===== config.mk =====
export PLATFORM = sky130hd
export DESIGN_NAME = acr_top
export DESIGN_NICKNAME = d
export VERILOG_FILES = /design/src/verilog/acr_pkg.sv /design/src/verilog/acr_clk_div.sv /design/src/verilog/acr_result_fmt.sv /design/src/verilog/acr_top.sv
export SDC_FILE = /design/constraint.sdc
export NUM_CORES = 1
export LEC_CHECK = 0
export BUFFER_PORTS_ARGS = -buffer_cell sky130_fd_sc_hd__buf_2
export CORE_MARGIN = 2
export CORE_UTILIZATION = 52
export CTS_CLUSTER_DIAMETER = 60
export DETAILED_ROUTE_END_ITERATION = 12
export PLACE_DENSITY = 0.91
export RECOVER_POWER = 50
export SYNTH_ARGS = -nofsm -noshare
export SYNTH_HDL_FRONTEND = slang
export SYNTH_HIERARCHICAL = 1
export SYNTH_SLANG_ARGS = --single-unit

===== constraint.sdc =====
create_clock -name clock_i -period 3.5 [get_ports clock_i]
set_clock_uncertainty 0.2 [all_clocks]
set_input_delay 0.175 -clock clock_i [delete_from_list [all_inputs] [get_ports clock_i]]
set_output_delay 0.175 -clock clock_i [all_outputs]
set_load 0.01 [all_outputs]

===== src/verilog/acr_pkg.sv =====
// Purpose: Shared constants for the converter control and result block
// Assumes: Avalon-MM byte addressing, one 8-bit register per 32-bit word
// Notes: Offsets are byte addresses
package acr_pkg;
  localparam logic [4:0] ACR_OFF_SELECT = 5'h00;
  localparam logic [4:0] ACR_OFF_CTRL = 5'h04;
  localparam logic [4:0] ACR_OFF_RES_LO = 5'h08;
  localparam logic [4:0] ACR_OFF_RES_HI = 5'h0c;
  localparam logic [4:0] ACR_OFF_IRQ_STAT = 5'h10;
  localparam logic [4:0] ACR_OFF_IRQ_MASK = 5'h14;
  localparam logic [4:0] ACR_OFF_ACTIVE = 5'h18;
  // Select register fields
  localparam int ACR_REF_HI = 7;
  localparam int ACR_REF_LO = 6;
  localparam int ACR_LEFT_BIT = 5;
  localparam int ACR_CHAN_HI = 4;
  // Control/status fields
  localparam int ACR_ON_BIT = 7;
  localparam int ACR_BEGIN_BIT = 6;
  localparam int ACR_AUTO_BIT = 5;
  localparam int ACR_DONE_BIT = 4;
  localparam int ACR_IE_BIT = 3;
  localparam int ACR_DIV_HI = 2;
  localparam logic [7:0] ACR_SELECT_RST = 8'h00;
  localparam logic [7:0] ACR_CTRL_RST = 8'h00;
  // Conversion lengths in converter clocks
  localparam int ACR_FIRST_CLKS = 25;
  localparam int ACR_NORMAL_CLKS = 13;
  // Interrupt status bits
  localparam int ACR_EV_DONE = 0;
  localparam int ACR_EV_ABORT = 1;
  typedef enum logic [2:0] {
    ACR_IDLE = 3'b001,
    ACR_CONV = 3'b010,
    ACR_DONE = 3'b100
  } acr_state_t;
endpackage


===== src/verilog/acr_clk_div.sv =====
// Purpose: Converter clock tick generator from the divider choice
// Assumes: Runs only while the converter is on
// Notes: Factor 2,2,4,8..128 per three-bit choice
`timescale 1ns/10ps
module acr_clk_div
  import acr_pkg::*;
(
  input wire logic clock_i,
  input wire logic rst_i,
  input wire logic run_i,
  input wire logic [2:0] div_choice_i,
  output logic tick_o
);
  logic [6:0] cnt_q;
  logic [6:0] cnt_d;
  wire [6:0] limit;
  assign limit = (div_choice_i == 3'h0) ? 7'h01
               : 7'((8'h01 << div_choice_i) - 8'h01);
  assign cnt_d = (!run_i || cnt_q >= limit) ? 7'h00 : cnt_q + 7'h01;
  assign tick_o = run_i && (cnt_q >= limit);
  always_ff @(posedge clock_i or posedge rst_i) begin
    if (rst_i) cnt_q <= 7'h00;
    else cnt_q <= cnt_d;
  end
endmodule


===== src/verilog/acr_result_fmt.sv =====
// Purpose: Justifies the held 10-bit result into the 16-bit pair
// Assumes: Result word is already in final encoding
// Notes: Pure combinational, follows the justify bit at once
`timescale 1ns/10ps
module acr_result_fmt
  import acr_pkg::*;
(
  input wire logic [9:0] result_i,
  input wire logic left_i,
  output logic [15:0] pair_o
);
  assign pair_o = left_i ? {result_i, 6'h00} : {6'h00, result_i};
endmodule


===== src/verilog/acr_top.sv =====
// Purpose: Converter control, channel select and result formatting
// Assumes: Analog core returns a sample when asked; Avalon-MM slave
// Notes: Summary of operation below
//
// Register access over Avalon-MM and the address map were chosen for this implementation.
`timescale 1ns/10ps
module acr_top
  import acr_pkg::*;
(
  input wire logic clock_i,
  input wire logic rst_i,
  input wire logic [4:0] avs_address_i,
  input wire logic avs_read_i,
  input wire logic avs_write_i,
  input wire logic [31:0] avs_writedata_i,
  input wire logic [3:0] avs_byteenable_i,
  output logic [31:0] avs_readdata_o,
  output logic avs_waitrequest_o,
  output logic [1:0] avs_response_o,
  input wire logic [9:0] sample_i,
  input wire logic auto_trigger_i,
  input wire logic vector_ack_i,
  output logic [1:0] reference_choice_o,
  output logic [4:0] channel_gain_choice_o,
  output logic differential_o,
  output logic sample_req_o,
  output logic converter_on_o,
  output logic done_irq_o,
  output logic irq_o
);
  ////////////////////////////////////////////////////////////////////
  // Registers
  logic [7:0] select_q;
  logic [7:0] ctrl_q;
  logic [1:0] ref_act_q;
  logic [4:0] chan_act_q;
  logic [9:0] result_q;
  logic lo_lock_q;
  logic first_q;
  logic [4:0] cyc_q;
  logic ack_q;
  logic [31:0] rdata_q;
  logic [1:0] stat_q;
  logic [1:0] mask_q;
  logic trig_q;
  acr_state_t state_q;
  acr_state_t state_d;
  logic tick;
  logic [15:0] pair;

  ////////////////////////////////////////////////////////////////////
  // Bus decode
  wire req = (avs_read_i | avs_write_i) & ~ack_q;
  // Writes land at the edge where waitrequest is seen low
  wire wr = avs_write_i & ack_q & avs_byteenable_i[0];
  wire rd = avs_read_i & ~ack_q;
  wire wr_sel = wr && avs_address_i == ACR_OFF_SELECT;
  wire wr_ctrl = wr && avs_address_i == ACR_OFF_CTRL;
  wire wr_mask = wr && avs_address_i == ACR_OFF_IRQ_MASK;
  wire rd_lo = rd && avs_address_i == ACR_OFF_RES_LO;
  wire rd_hi = rd && avs_address_i == ACR_OFF_RES_HI;
  wire rd_stat = rd && avs_address_i == ACR_OFF_IRQ_STAT;
  wire mapped = avs_address_i == ACR_OFF_SELECT
             || avs_address_i == ACR_OFF_CTRL
             || avs_address_i == ACR_OFF_RES_LO
             || avs_address_i == ACR_OFF_RES_HI
             || avs_address_i == ACR_OFF_IRQ_STAT
             || avs_address_i == ACR_OFF_IRQ_MASK
             || avs_address_i == ACR_OFF_ACTIVE;
  wire [7:0] wd = avs_writedata_i[7:0];
  assign avs_waitrequest_o = req;
  assign avs_response_o = 2'b00;
  assign avs_readdata_o = rdata_q;

  ////////////////////////////////////////////////////////////////////
  // Conversion control
  wire on = ctrl_q[ACR_ON_BIT];
  wire busy = state_q == ACR_CONV;
  wire turn_off = wr_ctrl && !wd[ACR_ON_BIT];
  wire on_next = wr_ctrl ? wd[ACR_ON_BIT] : on;
  wire trig_edge = auto_trigger_i & ~trig_q & ctrl_q[ACR_AUTO_BIT];
  wire start = on_next && !busy && !turn_off
            && ((wr_ctrl && wd[ACR_BEGIN_BIT]) || trig_edge);
  wire [4:0] conv_len = first_q ? 5'(ACR_FIRST_CLKS)
                                : 5'(ACR_NORMAL_CLKS);
  wire last = busy && tick && cyc_q == conv_len - 5'h01;
  wire finish = last && !turn_off;
  // hold the pair while a low-byte read awaits its high byte
  wire store = finish && !lo_lock_q;
  wire abort = busy && turn_off;

  always_comb begin
    state_d = state_q;
    case (state_q)
      ACR_IDLE: if (start) state_d = ACR_CONV;
      ACR_CONV: if (abort || !on) state_d = ACR_IDLE;
        else if (last) state_d = ACR_DONE;
      ACR_DONE: state_d = ACR_IDLE;
      default: state_d = ACR_IDLE;
    endcase
  end

  acr_clk_div u_div (
    .clock_i(clock_i),
    .rst_i(rst_i),
    .run_i(busy),
    .div_choice_i(ctrl_q[ACR_DIV_HI:0]),
    .tick_o(tick)
  );

  acr_result_fmt u_fmt (
    .result_i(result_q),
    .left_i(select_q[ACR_LEFT_BIT]),
    .pair_o(pair)
  );

  // gain and unity pair codes are differential
  wire diff = chan_act_q[4:3] != 2'b00 && chan_act_q[4:1] != 4'b1111;
  assign differential_o = diff;
  assign reference_choice_o = ref_act_q;
  assign channel_gain_choice_o = chan_act_q;
  assign sample_req_o = last;
  assign converter_on_o = on;
  assign done_irq_o = ctrl_q[ACR_DONE_BIT] & ctrl_q[ACR_IE_BIT];
  assign irq_o = |(stat_q & mask_q);

  wire [7:0] ctrl_rd = {ctrl_q[7], busy, ctrl_q[5:0]};
  wire [7:0] rd_mux = avs_address_i == ACR_OFF_SELECT ? select_q
    : avs_address_i == ACR_OFF_CTRL ? ctrl_rd
    : avs_address_i == ACR_OFF_RES_LO ? pair[7:0]
    : avs_address_i == ACR_OFF_RES_HI ? pair[15:8]
    : avs_address_i == ACR_OFF_IRQ_STAT ? {6'h00, stat_q}
    : avs_address_i == ACR_OFF_IRQ_MASK ? {6'h00, mask_q}
    : {7'h00, busy};
  wire done_clr = (wr_ctrl && wd[ACR_DONE_BIT]) || vector_ack_i;
  wire [1:0] ev = {abort, store};
  wire [7:0] ctrl_wr = {wd[7], 1'b0, wd[5], 1'b0, wd[3:0]};
  wire done_next = store | (ctrl_q[ACR_DONE_BIT] & ~done_clr);

  ////////////////////////////////////////////////////////////////////
  // Sequential
  always_ff @(posedge clock_i or posedge rst_i) begin
    if (rst_i) begin
      select_q <= ACR_SELECT_RST;
      ctrl_q <= ACR_CTRL_RST;
      ref_act_q <= 2'h0;
      chan_act_q <= 5'h00;
      result_q <= 10'h000;
      lo_lock_q <= 1'b0;
      first_q <= 1'b1;
      cyc_q <= 5'h00;
      ack_q <= 1'b0;
      rdata_q <= 32'h0000_0000;
      stat_q <= 2'h0;
      mask_q <= 2'h0;
      trig_q <= 1'b0;
      state_q <= ACR_IDLE;
    end else begin
      state_q <= state_d;
      trig_q <= auto_trigger_i;
      ack_q <= req;
      if (rd) rdata_q <= mapped ? {24'h0, rd_mux} : 32'h0000_0000;
      if (wr_sel) select_q <= wd;
      if (wr_ctrl) ctrl_q <= {ctrl_wr[7:5], done_next, ctrl_wr[3:0]};
      else ctrl_q[ACR_DONE_BIT] <= done_next;
      if (wr_mask) mask_q <= wd[1:0];
      // Set wins over read clear
      stat_q <= (rd_stat ? 2'h0 : stat_q) | ev;
      // active selections follow only when idle or at completion
      if (!busy || last) begin
        ref_act_q <= wr_sel ? wd[ACR_REF_HI:ACR_REF_LO]
                            : select_q[ACR_REF_HI:ACR_REF_LO];
        chan_act_q <= wr_sel ? wd[ACR_CHAN_HI:0]
                             : select_q[ACR_CHAN_HI:0];
      end
      if (store) result_q <= sample_i;
      if (rd_lo) lo_lock_q <= 1'b1;
      else if (rd_hi) lo_lock_q <= 1'b0;
      if (!on_next) first_q <= 1'b1;
      else if (finish) first_q <= 1'b0;
      if (!busy || tick && last) cyc_q <= 5'h00;
      else if (tick) cyc_q <= cyc_q + 5'h01;
    end
  end

  ////////////////////////////////////////////////////////////////////
  // Checks
  done_sets_a: assert property (@(posedge clock_i) disable iff (rst_i)
    store |=> ctrl_q[ACR_DONE_BIT])
    else $error("done flag not set on store");
  result_loads_a: assert property (@(posedge clock_i) disable iff (rst_i)
    store |=> result_q == $past(sample_i))
    else $error("result not stored");
  result_holds_a: assert property (@(posedge clock_i) disable iff (rst_i)
    !$past(store) |-> $stable(result_q))
    else $error("result changed without completion");
  lock_holds_a: assert property (@(posedge clock_i) disable iff (rst_i)
    lo_lock_q && !rd_hi |=> $stable(result_q))
    else $error("result updated while locked");
  justify_now_a: assert property (@(posedge clock_i) disable iff (rst_i)
    select_q[ACR_LEFT_BIT] |-> pair[5:0] == 6'h00
      && pair[15:6] == result_q)
    else $error("left justify wrong");
  right_just_a: assert property (@(posedge clock_i) disable iff (rst_i)
    !select_q[ACR_LEFT_BIT] |-> pair[15:10] == 6'h00)
    else $error("right justify wrong");
  defer_sel_a: assert property (@(posedge clock_i) disable iff (rst_i)
    busy && !last |=> $stable(chan_act_q) && $stable(ref_act_q))
    else $error("selection changed mid conversion");
  abort_stop_a: assert property (@(posedge clock_i) disable iff (rst_i)
    abort |=> state_q == ACR_IDLE && stat_q[ACR_EV_ABORT])
    else $error("abort did not stop conversion");
  busy_reads_a: assert property (@(posedge clock_i) disable iff (rst_i)
    start |=> busy [*2])
    else $error("begin bit not held");
  first_len_a: assert property (@(posedge clock_i) disable iff (rst_i)
    busy && tick && first_q && cyc_q == 5'd24 |-> last)
    else $error("first conversion length wrong");
  done_cov_c: cover property (@(posedge clock_i) store);
  abort_cov_c: cover property (@(posedge clock_i) abort);
  lock_cov_c: cover property (@(posedge clock_i) finish && lo_lock_q);
endmodule


After elaboration in Yosys (flattened, before gate mapping):

Cells that the tools add are included.

* word-level logic and storage cells: 119
* register bits after elaboration: 87
* output and inout bits: 47
* input port bits: 57

* shift operators: 1
* $add $sub $neg: 4
* equal/unequal tests: 13
* multiplexer cells: 25
* order comparisons: 1
* bitwise operators: 15
* reduce and logical (&&, ||, !) cells: 44

Operator list (number)
* 8-bit 2-to-1 mux: 5
* 1-bit logical AND: 20
* 5-bit 2-to-1 mux: 4
* 16-bit 2-to-1 mux: 1
* 5-bit equality test (second input constant): 3
* 7-bit 2-to-1 mux: 2
* 1-bit logical OR: 12
* 5-bit by 4-bit equality test with 1-bit output (second input constant): 2
* 3-bit 2-to-1 mux: 3
* 1-bit bitwise AND: 8
* 2-bit 2-to-1 mux: 4
* 7-bit by 1-bit adder with 7-bit output (second input constant): 1
* 7-bit greater-or-equal comparator: 1
* 1-bit by 3-bit << shifter with 7-bit output (first input constant): 1
* 7-bit by 1-bit subtractor with 7-bit output (second input constant): 1
* 3-bit one-hot mux with 2 select lines: 1
* 2-bit nonzero test: 3
* 5-bit by 1-bit adder with 5-bit output (second input constant): 1
* 5-bit by 3-bit equality test with 1-bit output (second input constant): 1
* 5-bit equality test: 1
* 1-bit logical NOT: 5
* 5-bit logical NOT: 1
* 1-bit 2-to-1 mux: 5
* 5-bit by 1-bit subtractor with 5-bit output (second input constant): 1
* 13 further kinds: 16

Longest topological paths before layout:

* word-level depth: 10
* depth in mapped cells: 12
* gate-level depth less buffers: 10

Cells and area by module:

The synthesis kept the hierarchy.

By module, submodules not included
* acr_top: instances 1, area an instance 2899.0 um2, seq. area each 1403.8 um2, cells an instance 259
* acr_clk_div: instances 1, area an instance 480.5 um2, seq. area each 175.2 um2, cells an instance 49
* acr_result_fmt: instances 1, area an instance 157.7 um2, seq. area each 0.0 um2, cells an instance 18

Least setup slack after synthesis:

Ideal clock, no wire load.

* path kind: register to register
* start: register ctrl_q[2]
* end: register result_q[0]
* period minus slack after synthesis: 3005 ps
* data required time: 3175 ps
* data arrival time: 2680 ps
* stages on the path, launching flop included: 13
* library setup time: 125 ps
* setup slack: 495 ps
* cell sequence: dfrtp_1 -> nand3_1 -> ha_1 -> nand4_1 -> a21oi_2 -> nor3_4 -> nor2b_1 -> clkbuf_1 -> nand3_1 -> a211o_1 -> a311o_1 -> buf_6 -> mux2_4

* cells in the longest elaborated chain, start to end: 9

Ends and longest elaborated chain
* start, declared: line acr_top.sv:34 `logic [7:0] ctrl_q;`
* start signal, assigned: line acr_top.sv:164 `if (wr_ctrl) ctrl_q <= {ctrl_wr[7:5], done_next, ctrl_wr[3:0]};`
* start signal, assigned by index: line acr_top.sv:165 `else ctrl_q[ACR_DONE_BIT] <= done_next;`
* 1-bit by 3-bit << shifter with 7-bit output: line acr_clk_div.sv:18 `: 7'((8'h01 << div_choice_i) - 8'h01);`
* 7-bit by 1-bit subtractor with 7-bit output: line acr_clk_div.sv:18
* 7-bit 2-to-1 mux *: line acr_clk_div.sv:17 `assign limit = (div_choice_i == 3'h0) ? 7'h01`
* 7-bit greater-or-equal comparator *: line acr_clk_div.sv:20 `assign tick_o = run_i && (cnt_q >= limit);`
* 1-bit logical AND *: line acr_clk_div.sv:20
* via tick: line acr_top.sv:48 `logic tick;`
* 1-bit logical AND * (2 in series): line acr_top.sv:86 `wire last = busy && tick && cyc_q == conv_len - 5'h01;`
* 1-bit logical AND *: line acr_top.sv:87 `wire finish = last && !turn_off;`
* 1-bit logical AND *: line acr_top.sv:89 `wire store = finish && !lo_lock_q;`
* end signal, assigned: line acr_top.sv:176 `if (store) result_q <= sample_i;`
* end, declared: line acr_top.sv:37 `logic [9:0] result_q;`

The timed path passes the listed nets; every way through them passes the cells marked *.
A chain may end at the register's enable or synchronous reset.

Final worst setup path:

* start: register ctrl_q[2]
* end: register result_q[8]

The elaborated chain is that of the path after synthesis.

==> run metrics <==
Mapped Cells between 300 and 400; Clock Latency Late Sink ~350 ps; Slew HR -15.8%; Avg Inst Size Synth around 11 um^2; input/output buffers 50; final core utilization a little over 60%; reg-to-reg critical path startpoint ctrl_q[2]; Sinks on Clock Net between 60 and 70; TritonCTS clock tree built; critical path startpoint ctrl_q[2]; worst setup slack after layout around 220 ps; P_leak 2.01 nW; most frequent cell after synthesis dfrtp_1; H-tree levels 3; Hold Startpoint avs_address_i[0]; Post-synth EDFFs 0; Power Density about 380 mW/mm^2; Tcrit/Tclk final 93.6%; crit-path max FO 12; critical path class flop to flop; hold path depth 3; leading register cell type out of synthesis dfrtp_1; Std-Cell Rows 30; Placement Setup Slack around 280 ps; Worst-Margin Slew around 1700 ps; min Tclk post-route ~3300 ps; fill cell count just over 500; Synth Register Bits 63; Worst R2R Path Depth 10; Routed WL per cell about 16 um; count of final hold-check violations 0; total track usage between 20 and 25%; CP Capture Type flop; antenna cells 0; Worst EP required between 3000 and 4000 ps; Initial Util 52.9%; router iterations before antenna repair 5; share of layout cells above drive strength 1 between 20% and 30%; leading area contributor after synthesis dfrtp_1; Synth Cell Area 0.00354 mm^2; Final Wtd Congestion about 0.9; deepest clock path buffer count 2; remaining global-route overflow 0; count of different cell masters after synthesis 54; Core Area between 0.006 and 0.007 mm^2; HPWL after detailed placement 5330 um; area share of the largest cell type after synthesis between 40% and 50%; largest net degree at the start of global routing 48; clock root cell clkbuf_8; worst hold path type input port to flop; Cells after DPL about 450; Detail Route Antenna Nets 0; status finished with violations; vias 2702; die area ~0.0075 mm^2; synth top area cells dfrtp_1 43%, mux2_2 7.3%, buf_4 5.5%; die width 86.5 um; clk slew on worst S/H paths roughly 70 ps; Yosys warning count 6; highest clock rate a little over 0.3 GHz; Tot Pwr 1.55 mW; R2R Path End result_q[8]; Finished Layout Cells a little under 500; post-synthesis sequential area ratio 44.6%; Slew Viols, Final 48; failing checks capacitance limit, slew limit; cts bufs inserted 9; setup TNS 0 ps; RSZ-0062 raised after global routing false; Die H between 80 and 90 um; Via-to-Cell Ratio between 5 and 6; number of global-route vias before repair ~2700; Post-route DRC 0; WHS Endpoint avs_readdata_o[1]; synth-to-layout area growth 16.3%; peak supply drop 0.368 mV; Ports between 100 and 150; maxcap violations 1; reg-to-reg setup timing slack about 220 ps; overall routed net length between 7000 and 8000 um; setup violators final 0; Async S/R FF share, synth 100%; first-pass GRT wire length between 10000 and 15000 um; Post-synth top cells 61 x dfrtp_1, 26 x buf_4, 23 x mux2_2; # nets final 465; crit path DAT between 3000 and 4000 ps; Setup crit start kind flop; antenna violations before repair 0; Initial DRC Count approximately 230
-- how the worst max path moves through the flow --
stage / slack [ps] / to / cells past startpoint
5_1_grt: 40 / result_q[9] / 10
6_report: 220 / result_q[8] / 10
2_1_floorplan: 490 / result_q[0] / 12
3_3_place_gp: 350 / result_q[9] / 10
3_5_place_dp: 280 / result_q[8] / 10
4_1_cts: 250 / result_q[8] / 10
-- repair_timing --
item	CTS	global route
resized for setup	0	0
setup buffers	0	0
hold endpoints to repair	81	0
hold buffers	23	0
-- cell usage in the layout, fill, tap and decap left out, drive strengths merged, types with 12 or more instances in the layout --
| cell type | n |
|---|---|
| inv | 12 |
| dlygate4sd3 | 23 |
| nand2 | 17 |
| mux2 | 37 |
| conb | 26 |
| nor2 | 16 |
| dfrtp | 61 |
| buf | 33 |
| o21ai | 16 |
| clkbuf | 36 |
-- per-stage QoR --
stage	hold slack, ps	instance area, um^2
global placement	-71.9	3740
detailed placement	-68.4	3740
finish	17.1	4110
global route	65.2	4110
floorplan	-222	3630
CTS	23.0	4140
-- report_power, final --
part           leakage (nW)  switching [mW]  internal (mW)
Clock                0.0877           0.272          0.296
Combinational          1.09          0.0984         0.0884
Sequential            0.834          0.0339          0.764
Total                  2.01           0.404           1.15
-- cells by family (layout without fill, tap and decap cells) --
kind of cell / Yosys count / after routing / synth area share [%]
AND/OR/NAND/NOR: 94 / 94 / 14.8
flip-flops: 63 / 63 / 44.6
AO/OA/AOI/OAI: 55 / 55 / 11.2
buffers and inverters: 52 / 105 / 8.98
multiplexers: 44 / 44 / 15.0
adder cells (fa/ha/maj): 9 / 9 / 3.18
XOR/XNOR: 8 / 8 / 1.98
other: 1 / 26 / 0.106
-- registers in the layout, summed over array words and instances, names as in the netlist --
signal,cells
mask_q,2
avs_readdata_o,8
u_div/cnt_q,7
reference_choice_o,2
result_q,10
cyc_q,5
ctrl_q,7
trig_q,1
first_q,1
channel_gain_choice_o,5
stat_q,2
lo_lock_q,1
select_q,8
state_q,3
ack_q,1
-- cell type report --
cell class	count	area, um^2	share of cell area, %
Multi-Input combinational cell	236	1730	42.2
Sequential cell	63	1580	38.4
Timing Repair Buffer	77	484	11.8
Clock buffer	15	166	4.05
Tap cell	80	100	2.43
Inverter	12	45.0	1.09
Clock inverter	1	5.00	0.122
-- routing by layer --
metal	wire, um	vias up	track usage [%]
met3	361	18	5.90
met5	0	-	0
li1	-	1259	-
met2	3940	107	37.3
met4	192	0	9.38
met1	3280	1318	27.2
-- critical path, cell delays in order, from the launching register on --
cell     delay (ps)
dfrtp_1         490
o21ai_0         140
ha_1            320
nand4_1         110
a21oi_2         170
nor3_4           90
nor2b_1         160
nand3_1         100
a211o_1         340
a311o_1         610
mux2_1          430
No activity file was read; power rests on OpenSTA's default activity.
